$ cat config.mk
export PLATFORM = sky130hd
export DESIGN_NAME = dec_error_capture
export DESIGN_NICKNAME = d
export VERILOG_FILES = /design/src/dec_pkg.sv /design/src/dec_capture.sv /design/src/dec_error_capture.sv
export VERILOG_INCLUDE_DIRS = /design/src
export SDC_FILE = /design/constraint.sdc
export NUM_CORES = 1
export LEC_CHECK = 0
export ABC_AREA = 1
export BUFFER_PORTS_ARGS = -buffer_cell sky130_fd_sc_hd__buf_2
export CAP_MARGIN = 40
export CORE_MARGIN = 2
export CORE_UTILIZATION = 50
export DETAILED_ROUTE_END_ITERATION = 8
export HOLD_SLACK_MARGIN = 0.06
export PLACE_DENSITY = 0.83
export REMOVE_ABC_BUFFERS = 1
export SYNTH_ARGS = -nofsm -noshare
export SYNTH_HDL_FRONTEND = slang
export SYNTH_SLANG_ARGS = --single-unit
export TNS_END_PERCENT = 5
$ cat constraint.sdc
create_clock -name aclk -period 2 [get_ports aclk]
set_input_delay 0 -clock aclk [delete_from_list [all_inputs] [get_ports aclk]]
set_output_delay 0 -clock aclk [all_outputs]
set_load 0.005 [all_outputs]
$ cat src/dec_params.svh
`ifndef DEC_PARAMS_SVH
`define DEC_PARAMS_SVH

// Register byte addresses (no printed offsets; chosen locally)
`define DEC_ADDR_STATUS    8'h00
`define DEC_ADDR_ADDRESS   8'h04
`define DEC_ADDR_IRQ_STAT  8'h08
`define DEC_ADDR_IRQ_MASK  8'h0C

// Field positions
`define DEC_DIR_BIT        31
`define DEC_CH_MSB         2
`define DEC_CH_LSB         0
`define DEC_IRQ_ERR_BIT    0

// Reset values
`define DEC_STATUS_RESET   32'h00000000
`define DEC_ADDRESS_RESET  32'h00000000
`define DEC_IRQ_RESET      1'b0

// AXI responses
`define DEC_RESP_OKAY      2'b00
`define DEC_RESP_SLVERR    2'b10

`endif

$ cat src/dec_pkg.sv
package dec_pkg;
   typedef struct packed {
      logic        strobe;
      logic        was_read;
      logic [2:0]  channel;
      logic [31:0] address;
   } dec_error_t;

   typedef struct packed {
      logic        was_read;
      logic [2:0]  channel;
      logic [31:0] address;
   } dec_capture_t;
endpackage : dec_pkg

$ cat src/dec_capture.sv
`timescale 1ns/1ps
`include "dec_params.svh"

module dec_capture
   import dec_pkg::*;
(
   // Clock and reset
   input  wire logic         aclk,
   input  wire logic         aresetn,
   // Error event from the engine
   input  wire dec_error_t   err_in,
   // Captured record
   output dec_capture_t      captured
);

   always_ff @(posedge aclk) begin
      if (!aresetn) begin
         captured <= '0;
      end else if (err_in.strobe) begin
         captured.was_read <= err_in.was_read;
         captured.channel  <= err_in.channel;
         captured.address  <= err_in.address;
      end
   end

endmodule : dec_capture

$ cat src/dec_error_capture.sv
//
// Overview of operation
// On a bus error the top status bit records 1 for a failed read and 0 for a failed write.
// On a bus error the low three status bits record the most recently active channel number.
// On a bus error the address register records the full 32-bit address of the failing access.
// Status bits 30 to 3 always read zero and ignore writes.
// Both capture registers reset to zero, are read-only, and change only on a new error.
//
`timescale 1ns/1ps
`include "dec_params.svh"

module dec_error_capture
   import dec_pkg::*;
(
   // Clock and reset
   input  wire logic         aclk,
   input  wire logic         aresetn,
   // Error report from the DMA engine
   input  wire logic         err_strobe,
   input  wire logic         err_was_read,
   input  wire logic [2:0]   err_channel,
   input  wire logic [31:0]  err_address,
   // AXI4-Lite write address
   input  wire logic         s_axi_awvalid,
   output logic              s_axi_awready,
   input  wire logic [7:0]   s_axi_awaddr,
   input  wire logic [2:0]   s_axi_awprot,
   // AXI4-Lite write data
   input  wire logic         s_axi_wvalid,
   output logic              s_axi_wready,
   input  wire logic [31:0]  s_axi_wdata,
   input  wire logic [3:0]   s_axi_wstrb,
   // AXI4-Lite write response
   output logic              s_axi_bvalid,
   input  wire logic         s_axi_bready,
   output logic [1:0]        s_axi_bresp,
   // AXI4-Lite read address
   input  wire logic         s_axi_arvalid,
   output logic              s_axi_arready,
   input  wire logic [7:0]   s_axi_araddr,
   input  wire logic [2:0]   s_axi_arprot,
   // AXI4-Lite read data
   output logic              s_axi_rvalid,
   input  wire logic         s_axi_rready,
   output logic [31:0]       s_axi_rdata,
   output logic [1:0]        s_axi_rresp,
   // Interrupt
   output logic              irq
);

   ////////////////////////////////////////////////////////////////////////////
   // Capture registers

   dec_error_t   err_in;
   dec_capture_t captured;

   assign err_in = '{strobe: err_strobe, was_read: err_was_read,
                     channel: err_channel, address: err_address};

   dec_capture u_capture (
      .aclk     (aclk),
      .aresetn  (aresetn),
      .err_in   (err_in),
      .captured (captured)
   );

   wire logic [31:0] status_word;
   assign status_word = {captured.was_read, 28'h0000000, captured.channel};

   ////////////////////////////////////////////////////////////////////////////
   // Write channel: address and data taken in either order, held until paired

   logic        aw_held;
   logic [7:0]  aw_addr;
   logic        w_held;
   logic [31:0] w_data;
   logic [3:0]  w_strb;
   logic        irq_stat;
   logic        irq_mask;

   assign s_axi_awready = !aw_held && !s_axi_bvalid;
   assign s_axi_wready  = !w_held && !s_axi_bvalid;

   wire logic aw_fire = s_axi_awvalid && s_axi_awready;
   wire logic w_fire  = s_axi_wvalid && s_axi_wready;

   wire logic       have_aw  = aw_held || aw_fire;
   wire logic       have_w   = w_held || w_fire;
   wire logic       do_write = have_aw && have_w;
   wire logic [7:0] wr_addr  = aw_held ? aw_addr : s_axi_awaddr;
   wire logic [31:0] wr_data = w_held ? w_data : s_axi_wdata;
   wire logic [3:0] wr_strb  = w_held ? w_strb : s_axi_wstrb;

   // Capture registers accept the write but keep their contents
   wire logic wr_known = (wr_addr == `DEC_ADDR_STATUS) || (wr_addr == `DEC_ADDR_ADDRESS) ||
                         (wr_addr == `DEC_ADDR_IRQ_STAT) || (wr_addr == `DEC_ADDR_IRQ_MASK);
   wire logic wr_clr   = do_write && (wr_addr == `DEC_ADDR_IRQ_STAT) && wr_strb[0] &&
                         wr_data[`DEC_IRQ_ERR_BIT];
   wire logic wr_mask  = do_write && (wr_addr == `DEC_ADDR_IRQ_MASK) && wr_strb[0];

   always_ff @(posedge aclk) begin
      if (!aresetn) begin
         aw_held <= 1'b0;
         aw_addr <= 8'h00;
      end else if (do_write) begin
         aw_held <= 1'b0;
      end else if (aw_fire) begin
         aw_held <= 1'b1;
         aw_addr <= s_axi_awaddr;
      end
   end

   always_ff @(posedge aclk) begin
      if (!aresetn) begin
         w_held <= 1'b0;
         w_data <= 32'h00000000;
         w_strb <= 4'h0;
      end else if (do_write) begin
         w_held <= 1'b0;
      end else if (w_fire) begin
         w_held <= 1'b1;
         w_data <= s_axi_wdata;
         w_strb <= s_axi_wstrb;
      end
   end

   always_ff @(posedge aclk) begin
      if (!aresetn) begin
         s_axi_bvalid <= 1'b0;
         s_axi_bresp  <= `DEC_RESP_OKAY;
      end else if (do_write) begin
         s_axi_bvalid <= 1'b1;
         s_axi_bresp  <= wr_known ? `DEC_RESP_OKAY : `DEC_RESP_SLVERR;
      end else if (s_axi_bready) begin
         s_axi_bvalid <= 1'b0;
      end
   end

   ////////////////////////////////////////////////////////////////////////////
   // Interrupt: sticky error flag, set wins over a write-one clear

   always_ff @(posedge aclk) begin
      if (!aresetn) begin
         irq_stat <= `DEC_IRQ_RESET;
      end else if (err_strobe) begin
         irq_stat <= 1'b1;
      end else if (wr_clr) begin
         irq_stat <= 1'b0;
      end
   end

   always_ff @(posedge aclk) begin
      if (!aresetn) begin
         irq_mask <= `DEC_IRQ_RESET;
      end else if (wr_mask) begin
         irq_mask <= wr_data[`DEC_IRQ_ERR_BIT];
      end
   end

   assign irq = irq_stat && irq_mask;

   ////////////////////////////////////////////////////////////////////////////
   // Read channel: one cycle to data

   assign s_axi_arready = !s_axi_rvalid;

   wire logic ar_fire = s_axi_arvalid && s_axi_arready;

   wire logic rd_status  = (s_axi_araddr == `DEC_ADDR_STATUS);
   wire logic rd_address = (s_axi_araddr == `DEC_ADDR_ADDRESS);
   wire logic rd_istat   = (s_axi_araddr == `DEC_ADDR_IRQ_STAT);
   wire logic rd_imask   = (s_axi_araddr == `DEC_ADDR_IRQ_MASK);
   wire logic rd_known   = rd_status || rd_address || rd_istat || rd_imask;

   wire logic [31:0] rd_value;
   assign rd_value = rd_status  ? status_word :
                     rd_address ? captured.address :
                     rd_istat   ? {31'h00000000, irq_stat} :
                     rd_imask   ? {31'h00000000, irq_mask} :
                     32'h00000000;

   always_ff @(posedge aclk) begin
      if (!aresetn) begin
         s_axi_rvalid <= 1'b0;
         s_axi_rdata  <= 32'h00000000;
         s_axi_rresp  <= `DEC_RESP_OKAY;
      end else if (ar_fire) begin
         s_axi_rvalid <= 1'b1;
         s_axi_rdata  <= rd_value;
         s_axi_rresp  <= rd_known ? `DEC_RESP_OKAY : `DEC_RESP_SLVERR;
      end else if (s_axi_rready) begin
         s_axi_rvalid <= 1'b0;
      end
   end

endmodule : dec_error_capture

; After elaboration in Yosys (flattened, before gate mapping)
; Index checks and enable logic that the tools add are counted.
[totals]
register_bits = 88
output_inout_bits = 42
word_cells = 70
[classes]
n_eq_ne = 6
n_mux = 15
n_bitwise = 2
n_reduce_logical = 32
[op_table]
columns = op, count
row1 = 2-to-1 mux 32 bit, 2
row2 = equality test 8 x 4 -> 1 bit (second input constant), 4
row3 = equality test 8 x 3 -> 1 bit (second input constant), 2
row4 = logical NOT 8 bit, 2
row5 = logical AND 1 bit, 12
row6 = 2-to-1 mux 1 bit, 10
row7 = logical OR 1 bit, 8
row8 = 2-to-1 mux 8 bit, 1
row9 = nonzero test 2 bit, 3
row10 = logical NOT 1 bit, 4
row11 = 2-to-1 mux 2 bit, 2
row12 = AND reduction 2 bit, 2
row13 = inverter 1 bit, 2
row14 = OR reduction 2 bit, 1

; Logic depth before layout (Yosys ltp)
; Gate-level depths: netlist of the first run.
[logic_depth]
ltp_word = 10
mapped_depth = 9
ltp_nobuf = 9

; Hierarchy
; A second synthesis of the first run with hierarchy kept.
[hier_totals]
hier_cells = 521
area_unflattened_um2 = 3958.8
[by_module_without_submodules]
columns = mod, instances, cells_per_inst, area_per_inst_um2, seq_area_each_um2
row1 = dec_error_capture, 1, 293, 2140.8, 1001.0
row2 = dec_capture, 1, 228, 1818.0, 720.7

; Worst setup path before layout of the first run
; Ideal clock, no wire load.
[synth_path]
kind = register to register
start = reg s_axi_rvalid
end = reg s_axi_rdata[22]
arrival_ns = 1.101
t_required_ns = 1.930
path_slack_ns = 0.829
path_stages_with_launch = 7
path_buffers = 1
period_less_slack_ns = 1.171
path_cell_list = dfxtp_1 > inv_2 > nand2_1 > nor2_2 > buf_4 > nand3_1 > a21oi_1
[synth_via]
elab_chain_len = 2
[synth_rtl]
columns = element, line_no
row1 = from (decl), dec_error_capture.sv:43  ; output logic s_axi_rvalid,
row2 = from (signal assigned), dec_error_capture.sv:184  ; s_axi_rvalid <= 1'b0;
row3 = from (signal assigned), dec_error_capture.sv:188  ; s_axi_rvalid <= 1'b1;
row4 = from (signal assigned), dec_error_capture.sv:192  ; s_axi_rvalid <= 1'b0;
row5 = logical NOT 1 bit, dec_error_capture.sv:165  ; assign s_axi_arready = !s_axi_rvalid;
row6 = net s_axi_arready, dec_error_capture.sv:39  ; output logic s_axi_arready,
row7 = logical AND 1 bit, dec_error_capture.sv:167  ; wire logic ar_fire = s_axi_arvalid && s_axi_arready;
row8 = to (signal assigned), dec_error_capture.sv:189  ; s_axi_rdata <= rd_value;
row9 = to (decl), dec_error_capture.sv:45  ; output logic [31:0] s_axi_rdata,
; The timed path passes the listed nets, and every way through them passes these cells.
; A chain may end at the register's enable or synchronous reset.

; Worst setup path in the final report of the first run
[layout_path]
start = reg s_axi_bvalid
end = reg aw_addr[5]
[layout_via]
elab_chain_len = 7
[layout_rtl]
columns = element, line_no
row1 = from (decl), dec_error_capture.sv:34  ; output logic s_axi_bvalid,
row2 = from (signal assigned), dec_error_capture.sv:129  ; s_axi_bvalid <= 1'b0;
row3 = from (signal assigned), dec_error_capture.sv:132  ; s_axi_bvalid <= 1'b1;
row4 = from (signal assigned), dec_error_capture.sv:135  ; s_axi_bvalid <= 1'b0;
row5 = logical NOT 1 bit *, "dec_error_capture.sv:81, dec_error_capture.sv:82"
row6 = "logical AND 1 bit, on equally long branches", "dec_error_capture.sv:81, dec_error_capture.sv:82"
row7 = "logical AND 1 bit, on equally long branches", "dec_error_capture.sv:84, dec_error_capture.sv:85"
row8 = "logical OR 1 bit, on equally long branches", "dec_error_capture.sv:87, dec_error_capture.sv:88"
row9 = logical AND 1 bit, dec_error_capture.sv:89  ; wire logic do_write = have_aw && have_w;
row10 = inverter 1 bit (no line), n/a
row11 = AND reduction 2 bit (no line) *, n/a
row12 = to (signal assigned), dec_error_capture.sv:109  ; aw_addr <= s_axi_awaddr;
row13 = to (decl), dec_error_capture.sv:74  ; logic [7:0] aw_addr;
; Every way passes the cells marked *; elsewhere a longest branch is shown, timed or not.

==> results of run 1 <==
## per-layer routing
layer,share of wire,global-route usage
met5,0,0
met4,0.027,0.121
met3,0.052,0.0381
met2,0.50,0.420
met1,0.42,0.286
## cell type report
class,instances,area (um^2)
multi-input combinational,311,1430
clock buffer,9,124
timing repair buffer,157,1050
sequential,86,1720
clock inverter,6,93.8
tap,80,100
fill,550,2060
inverter,29,109
## synth_stat cells
master | n | share of area
conb_1 | 1 | 0.0011
buf_6 | 3 | 0.0099
o21ai_0 | 49 | 0.072
inv_1 | 25 | 0.028
o21a_1 | 1 | 0.0022
clkbuf_1 | 13 | 0.014
o22ai_1 | 1 | 0.0018
inv_2 | 4 | 0.0044
or2_4 | 2 | 0.0051
buf_1 | 4 | 0.0044
dfxtp_1 | 86 | 0.51
nor2_1 | 103 | 0.11
nand3_1 | 36 | 0.053
a21oi_4 | 1 | 0.0048
nand3b_1 | 1 | 0.0022
nor3_1 | 3 | 0.0044
a21oi_1 | 28 | 0.041
buf_4 | 6 | 0.013
buf_2 | 2 | 0.0029
nand4_1 | 3 | 0.0055
a21oi_2 | 9 | 0.023
nor2_2 | 4 | 0.0073
o211ai_1 | 1 | 0.0022
nor3b_4 | 1 | 0.0055
nand2_1 | 66 | 0.073
## worst reg2reg max path, cell delays in order (launching register included)
cell,delay [ns]
dfxtp_1,0.42
inv_2,0.08
a21oi_4,0.17
inv_2,0.06
nor2_2,0.33
inv_1,0.16
nor2_1,0.12
nor2_1,0.05
## power by group
part	internal, mW	switching (mW)	total (mW)
registers	1.80	0.0510	1.85
clock network	0.708	0.628	1.34
logic	0.211	0.248	0.458
total	2.72	0.926	3.65
## registers in the layout (all words and copies together) (netlist names)
register	count
s_axi_bvalid	1
u_capture.captured	36
w_held	1
s_axi_rvalid	1
w_data	1
irq_stat	1
irq_mask	1
s_axi_rdata	32
s_axi_bresp	1
aw_held	1
s_axi_rresp	1
w_strb	1
aw_addr	8
## logic make-up after synthesis
| kind of cell | synth area share |
|---|---|
| flip-flops | 0.506 |
| AND/OR/NAND/NOR | 0.269 |
| buffers and inverters | 0.0768 |
| AO/OA/AOI/OAI | 0.147 |
| other | 0.00110 |
## final timing paths
kind / start / endpoint / slack (ns) / cells after the start
min reg2reg: s_axi_rdata[22]$_SDFFE_PN0P_ / s_axi_rdata[22]$_SDFFE_PN0P_ / 0.47 / 2
max reg2reg: s_axi_bvalid$_SDFFE_PN0P_ / aw_addr[5]$_SDFFE_PN0P_ / 0.52 / 7
max: s_axi_bvalid$_SDFFE_PN0P_ / aw_addr[5]$_SDFFE_PN0P_ / 0.52 / 7
min: s_axi_awvalid / aw_held$_SDFFE_PP0P_ / 0.08 / 5
## timing repair
action / CTS / global route
gates resized for setup: 0 / 0
hold endpoints to repair: 52 / 0
hold buffers: 50 / 0
==> results.yml, run 1 <==
status:
  status: "finished, final reports clean"
power_and_ir_drop:
  p_leak_nw: 2.13
  power.density_mw_per_mm2: 789
  vdd_drop_max_mv: 0.469
  p_total_mw: 3.65
finish:
  nets: 696
  final_area_mm2: 0.00463
  instances_no_fill: 678
  layout_commonest_cell: "nor2_1"
  fin_util: 0.692
  syn_to_final_growth_pct: 35.8
  final_cell_mix: "nor2_1 (103), buf_2 (101), dfxtp_1 (86)"
  final_layout_size_suffix_gt1_frac: 0.239
  antennaDiodeCount: 0
timing:
  period_share: 0.739
  tightestPinTransition_ns: 0.650
  max_freq_mhz: 677
  slew_violations: 0
  slew_headroom: 0.566
  holdWs_ns: 0.0794
  hold_viol: 0
  period_needed_ns: 1.48
  setup_ws_ns: 0.522
  setup_viol: 0
  setup_tns_ns: 0
  finalClockSkew_ns: 0.0102
  grt_setup_unrepaired: "false"
die:
  die_w_um: 86.5
  die_area_mm2: 0.00749
  num_rows: 30
  io_pins: 144
  core-area_mm2: 0.00668
  die_h_um: 86.5
  initial_utilization: 0.510
clock_tree:
  post_cts_buffers: 0
  cts_tree: "done"
  clockRootBuffer: "clkbuf_8"
  clock-sinks: 86
  clock_path_buffers: 2
  cts.reportedPaths.clkPinSlew_ns: 0.08
  clk_latency_ns: 0.35
  cts-htree-levels: 3
  cts_buffers: 9
global_routing:
  overflow: 0
  grt_usage: 0.240
  antenna_found_initial: 0
  grt_max_degree: 54
  grt_pass1_wl_mm: 14.4
  grt_pass1_vias: 3371
setup_path:
  worstPathMaxFanout: 13
  cp_slowest_cell: "dfxtp_1"
  start_kind: "flop"
  cp-end-kind: "flop"
  path_cells: "inv_2 -> a21oi_4 -> inv_2 -> nor2_2 -> inv_1 -> nor2_1 -> nor2_1"
  path_buf_inv: 3
  worstPathArrival_ns: 1.72
  cp_top_family: "simple AND/OR/NAND/NOR gates"
  critPathKind: "reg -> reg"
  cp.required_ns: 2.24
  critPathMaxStageDelay_ns: 0.42
placement:
  dp_cells: 613
  dpl_worst_slack_ns: 0.545
  port_buffers: 101
  dp_hpwl_mm: 5.23
  gp_congestion: 0.781
  placed_cell_area_mm2: 0.00391
synth:
  avgSynthCellArea_um2: 7.52
  yosysUniqueCellTypes: 25
  synth_seq_cells: 86
  yosysWarnings: 0
  synth-seq-area-share: 0.506
  netlist_area_mm2: 0.00341
  postSynthCellCount: 453
drt:
  vias: 3412
  drt-wirelength-per-cell_um: 13.0
  viasPerCell: 5.03
  ant_nets: 0
  dr.first_iter.drc_count: 177
  routed_wl_mm: 8.80
  first_pass_iters: 4
  drc: 0
min_path:
  hold_class: "in -> reg"
job:
  cap_violations: 0
Power figures use the tool's default switching activity.
==> run 2, diff against run 1 <==
--- a/config.mk
+++ b/config.mk
@@ -10,10 +10,10 @@
 export BUFFER_PORTS_ARGS = -buffer_cell sky130_fd_sc_hd__buf_2
 export CAP_MARGIN = 40
 export CORE_MARGIN = 2
-export CORE_UTILIZATION = 50
+export CORE_UTILIZATION = 47
 export DETAILED_ROUTE_END_ITERATION = 8
 export HOLD_SLACK_MARGIN = 0.06
-export PLACE_DENSITY = 0.83
+export PLACE_DENSITY = 0.79
 export REMOVE_ABC_BUFFERS = 1
 export SYNTH_ARGS = -nofsm -noshare
 export SYNTH_HDL_FRONTEND = slang
==> constraint.sdc (replaced) <==
create_clock -name aclk -period 1.5 [get_ports aclk]
set_input_delay 0 -clock aclk [delete_from_list [all_inputs] [get_ports aclk]]
set_output_delay 0 -clock aclk [all_outputs]
set_load 0.005 [all_outputs]
==> run 2 against run 1 <==
Effect of this change: cell count rose by 5.2%; routed wire length fell by 0.52%; clock power up 45%; register-to-register slack worse by 0.32 ns; largest power group unchanged; highest routed layer unchanged; critical endpoint is now u_capture.captured[1]$_SDFFE_PN0P_; critical path type is now in -> reg; die area rose by 6.1%.
==> results.yml, run 2 (same netlist as run 1, synthesis figures left out) <==
status:
  status: "finished, final reports clean"
global_routing:
  antenna_found_initial: 0
  grt_pass1_wl_mm: 14.3
  met2_usage: 0.400
  grt_pass1_vias: 3192
  grt_use_met3: 0.0425
  met1_usage: 0.286
  grt.busiest_layer: "met2"
  grt_max_degree: 37
  overflow: 0
  grt_usage: 0.232
clock_tree:
  cts.reportedPaths.clkPinSlew_ns: 0.09
  cts-htree-levels: 3
  clockRootBuffer: "clkbuf_8"
  holdBufCountCts: 59
  cts_buffers: 9
  clock_path_buffers: 2
  cts.repair.resized: 0
  clock-sinks: 86
  post_cts_buffers: 0
  cts_tree: "done"
  clk_latency_ns: 0.35
finish:
  final_layout_size_suffix_gt1_frac: 0.244
  top_regs: "u_capture.captured x36, s_axi_rdata x32, aw_addr x8"
  nets: 711
  antennaDiodeCount: 0
  layout_commonest_cell: "nor2_1"
  final_area_mm2: 0.00484
  syn_to_final_growth_pct: 42.0
  largest_reg_flops: 36
  final_cell_mix: "nor2_1 (103), buf_2 (101), dfxtp_1 (86)"
  top_register: "u_capture.captured"
timing:
  finalClockSkew_ns: 0.0116
  holdWs_ns: 0.0707
  setup_tns_ns: 0
  slew_violations: 0
  max_freq_mhz: 763
  grt_setup_unrepaired: "false"
  setup_viol: 0
  period_needed_ns: 1.31
  period_share: 0.874
  setup_ws_ns: 0.189
  hold_viol: 0
die:
  initial_utilization: 0.477
  num_rows: 31
  core-area_mm2: 0.00714
  die_h_um: 89.1
  die_w_um: 89.1
  die_area_mm2: 0.00794
  io_pins: 144
power_and_ir_drop:
  vdd_drop_max_mv: 0.612
  p_total_mw: 5.07
  power.density_mw_per_mm2: 1050
  p_leak_nw: 2.23
setup_path:
  reg2reg_slack_ns: 0.20
  path_cells: "dlygate4sd3_1 -> buf_2 -> inv_2 -> nor2_1 -> dlygate4sd3_1 -> nor2_1"
  critPathMaxStageDelay_ns: 0.58
  worstPathArrival_ns: 1.60
  worstPathMaxFanout: 10
  crit_start: "err_strobe"
  start_kind: "primary input"
  cp_slowest_cell: "dlygate4sd3_1"
  critPathKind: "in -> reg"
  reg2reg_to: "aw_addr[0]$_SDFFE_PN0P_"
  critical_path.reg2reg.startpoint: "s_axi_bvalid$_SDFFE_PN0P_"
  crit_end: "u_capture.captured[1]$_SDFFE_PN0P_"
  rr_worst_depth: 7
  cp-end-kind: "flop"
  cp.required_ns: 1.79
drt:
  first_pass_iters: 4
  routed_wl_mm: 8.76
  viasPerCell: 4.80
  vias: 3422
  drt-wirelength-per-cell_um: 12.3
  ant_nets: 0
  dr.first_iter.drc_count: 135
  drc: 0
placement:
  placed_cell_area_mm2: 0.00400
  dpl_worst_slack_ns: 0.250
  dp_hpwl_mm: 5.30
  port_buffers: 101
  gp_congestion: 0.794
min_path:
  hold_class: "in -> reg"
job:
  cap_violations: 0
run 2: worst max-delay path: cells and delay by family:
kind                   cells  cell delay [ns]
buffers and inverters      4             1.40
and+or+nand+nor            2             0.18
run 2: where the power goes:
group / switching (mW) / leakage, nW / internal (mW)
clock: 0.829 / 0.124 / 1.11
combinational: 0.340 / 1.40 / 0.314
sequential: 0.0698 / 0.706 / 2.40
total: 1.24 / 2.23 / 3.83
run 2: per-stage QoR:
| step | util | instances |
|---|---|---|
| after floorplan | - | 426 |
| after global placement | 0.561 | 638 |
| after detailed placement | 0.561 | 638 |
| after CTS | 0.678 | 713 |
| after global routing | 0.678 | 713 |
| final | 0.678 | 713 |
run 2: worst min-delay path by stage:
| stage | start | end | slack [ns] | cells past startpoint |
|---|---|---|---|---|
| floorplan | aresetn | s_axi_rvalid$_SDFFE_PN0P_ | 0.12 | 1 |
| global placement | err_address[24] | u_capture.captured[24]$_SDFFE_PN0P_ | 0.22 | 3 |
| detailed placement | err_address[26] | u_capture.captured[26]$_SDFFE_PN0P_ | 0.23 | 3 |
| CTS | s_axi_araddr[1] | s_axi_rdata[31]$_SDFFE_PN0P_ | 0.06 | 6 |
| global route | s_axi_araddr[1] | s_axi_rdata[2]$_SDFFE_PN0P_ | 0.08 | 6 |
| finish | s_axi_araddr[0] | s_axi_rdata[31]$_SDFFE_PN0P_ | 0.07 | 6 |
run 2: area by class of cell:
| class | count | area, um^2 |
|---|---|---|
| Tap cell | 99 | 124 |
| Multi-Input combinational cell | 311 | 1430 |
| Clock inverter | 7 | 121 |
| Clock buffer | 9 | 124 |
| Inverter | 29 | 109 |
| Sequential cell | 86 | 1720 |
| Fill cell | 629 | 2300 |
| Timing Repair Buffer | 172 | 1210 |
run 2: routing by layer:
layer | up-vias | part of all wire
met4 | 0 | 0.021
met2 | 92 | 0.48
li1 | 1765 | -
met1 | 1548 | 0.45
met3 | 17 | 0.044
met5 | - | 0
==> run 3, diff against run 2 <==
--- a/config.mk
+++ b/config.mk
@@ -9,11 +9,13 @@
 export ABC_AREA = 1
 export BUFFER_PORTS_ARGS = -buffer_cell sky130_fd_sc_hd__buf_2
 export CAP_MARGIN = 40
+export CELL_PAD_IN_SITES_DETAIL_PLACEMENT = 1
+export CELL_PAD_IN_SITES_GLOBAL_PLACEMENT = 1
 export CORE_MARGIN = 2
-export CORE_UTILIZATION = 47
+export CORE_UTILIZATION = 30
 export DETAILED_ROUTE_END_ITERATION = 8
 export HOLD_SLACK_MARGIN = 0.06
-export PLACE_DENSITY = 0.79
+export PLACE_DENSITY_LB_ADDON = 0.1
 export REMOVE_ABC_BUFFERS = 1
 export SYNTH_ARGS = -nofsm -noshare
 export SYNTH_HDL_FRONTEND = slang
==> constraint.sdc (replaced) <==
create_clock -name aclk -period 1.17 [get_ports aclk]
set_input_delay 0 -clock aclk [delete_from_list [all_inputs] [get_ports aclk]]
set_output_delay 0 -clock aclk [all_outputs]
set_load 0.005 [all_outputs]
==> run 3 against run 2 <==
Effect of this change: the run now ends with setup timing left; sequential cell count stayed put; final area is 5.5% higher; routed wire length rose by 26%; critical path depth grew 2; clock power up 42%; combinational power up 51%; power rose by 36%; count of clock-buffer cells in the layout up 1; die area is 54% higher; cell count up 6.2%; sequential share of layout area fell by 1.7 points; critical path type is now reg -> reg.
==> results.yml, run 3 (same netlist as run 1, synthesis figures left out) <==
drt:
  drt-wirelength-per-cell_um: 14.6
  drc: 0
  dr.first_iter.drc_count: 93
  first_pass_iters: 4
  vias: 3546
  viasPerCell: 4.68
  routed_wl_mm: 11.0
  ant_nets: 0
clock_tree:
  cts.reportedPaths.clkPinSlew_ns: 0.06
  cts_buffers: 9
  cts_tree: "done"
  clock_path_buffers: 2
  clockRootBuffer: "clkbuf_16"
  cts-htree-levels: 3
  clk_latency_ns: 0.33
  clock-sinks: 86
power_and_ir_drop:
  power.density_mw_per_mm2: 1360
  p_leak_nw: 2.29
  p_total_mw: 6.92
  vdd_drop_max_mv: 0.827
finish:
  final_cell_mix: "buf_2 (101), nor2_1 (96), dfxtp_1 (82)"
  top_register: "u_capture.captured"
  layout_commonest_cell: "buf_2"
  final_layout_size_suffix_gt1_frac: 0.305
  nFillCells: 1372
  final_area_mm2: 0.00510
  syn_to_final_growth_pct: 49.9
  nets: 716
  antennaDiodeCount: 0
  largest_reg_flops: 36
  top_regs: "u_capture.captured x36, s_axi_rdata x32, aw_addr x8"
  fin_util: 0.467
timing:
  setup_ws_ns: -0.0154
  hold_viol: 0
  slew_violations: 0
  holdWs_ns: 0.0874
  max_freq_mhz: 844
  period_needed_ns: 1.19
  setup_viol: 7
  finalClockSkew_ns: 0.00869
  period_share: 1.01
  grt_setup_unrepaired: "true"
setup_path:
  crit_end: "w_held$_SDFFE_PP0P_"
  cp.required_ns: 1.39
  cp_slowest_cell: "dfxtp_4"
  cp-end-kind: "flop"
  crit_start: "s_axi_bvalid$_SDFFE_PN0P_"
  critical_path.reg2reg.startpoint: "s_axi_bvalid$_SDFFE_PN0P_"
  start_kind: "flop"
  reg2reg_slack_ns: -0.02
  worstPathMaxFanout: 5
  critPathKind: "reg -> reg"
  worstPathArrival_ns: 1.41
  critPathMaxStageDelay_ns: 0.36
  reg2reg_to: "w_held$_SDFFE_PP0P_"
  rr_worst_depth: 8
  path_cells: "inv_4 -> a21oi_4 -> buf_4 -> a21oi_4 -> buf_6 -> inv_1 -> nand3_1 -> inv_1"
die:
  initial_utilization: 0.311
  num_rows: 38
  die_h_um: 111
  io_pins: 144
  die_area_mm2: 0.0122
  die_w_um: 111
  core-area_mm2: 0.0109
global_routing:
  grt_pass1_wl_mm: 17.8
  antenna_found_initial: 0
  grt_use_met3: 0.0313
  met1_usage: 0.236
  overflow: 0
  grt.busiest_layer: "met2"
  grt_max_degree: 33
  grt_pass1_vias: 3609
  grt_usage: 0.179
  met2_usage: 0.300
placement:
  gp_congestion: 0.755
  dpl_worst_slack_ns: -0.103
  dp_hpwl_mm: 6.87
  port_buffers: 101
  placed_cell_area_mm2: 0.00408
status:
  status: "complete, but fails checks"
  violations: "setup timing"
job:
  cap_violations: 0
min_path:
  hold_class: "in -> reg"
## run 3: changes by cell type in the layout (fill, tap and decap cells not counted), sizes merged
| cell | previous run | this run |
|---|---|---|
| clkinv | 3 | 1 |
| buf | 113 | 128 |
| clkinvlp | 0 | 2 |
| clkbuf | 9 | 11 |
| bufinv | 3 | 1 |
| inv | 30 | 29 |
| dlygate4sd3 | 59 | 48 |
## run 3: layout make-up
cell class / count / area (um^2) / share of cell area
inverters: 29 / 116 / 0.0228
clock buffers: 10 / 229 / 0.0449
flip-flops and latches: 86 / 1730 / 0.339
clock inverters: 4 / 50.0 / 0.00981
well taps: 140 / 175 / 0.0343
multi-input cells: 311 / 1520 / 0.298
repair buffers: 177 / 1280 / 0.251
## run 3: worst min-delay path by stage
stage                                                      to            start  slack, ns  cells past startpoint
final                             s_axi_rdata[0]$_SDFFE_PN0P_  s_axi_araddr[3]       0.09                      4
after global routing              s_axi_rdata[0]$_SDFFE_PN0P_  s_axi_araddr[3]       0.12                      4
after CTS                         s_axi_rdata[0]$_SDFFE_PN0P_  s_axi_araddr[3]       0.07                      4
after detailed placement  u_capture.captured[27]$_SDFFE_PN0P_  err_address[27]       0.23                      3
after global placement     u_capture.captured[7]$_SDFFE_PN0P_   err_address[7]       0.22                      3
after floorplan                     s_axi_rvalid$_SDFFE_PN0P_          aresetn       0.12                      1
## run 3: worst max-delay path, delay by kind of cell, from the launching register on
family                 cells  cell delay, ns
and+or+nand+nor            1            0.06
DFF                        1            0.36
AOI/OAI and AO/OA          2            0.25
buffers and inverters      5            0.40
## run 3: stage by stage
step	TNS, ns	instances
2_1_floorplan	-22.27	426
3_3_place_gp	-0.174	683
3_5_place_dp	-0.767	683
4_1_cts	-0.0243	753
5_1_grt	-2.39	757
6_report	-0.0408	757
## run 3: layer usage
metal / up-vias / routed length (um)
met5: - / 0
met4: 0 / 133
met1: 1685 / 5210
met3: 10 / 371
met2: 76 / 5320
li1: 1775 / -
## run 3: report_power, final
part / switching [mW] / internal (mW)
clock: 1.12 / 1.63
combinational: 0.516 / 0.473
sequential: 0.0896 / 3.09
## run 3: timing repair
item                                    in CTS  in global routing
hold buffers                                48                  0
endpoints found under the setup margin      41                 45
gates cloned                                 2                  1
buffers inserted                             6                  3
pin swaps                                    8                 11
endpoints found under the hold margin       48                  0
gates resized for setup                     18                 24
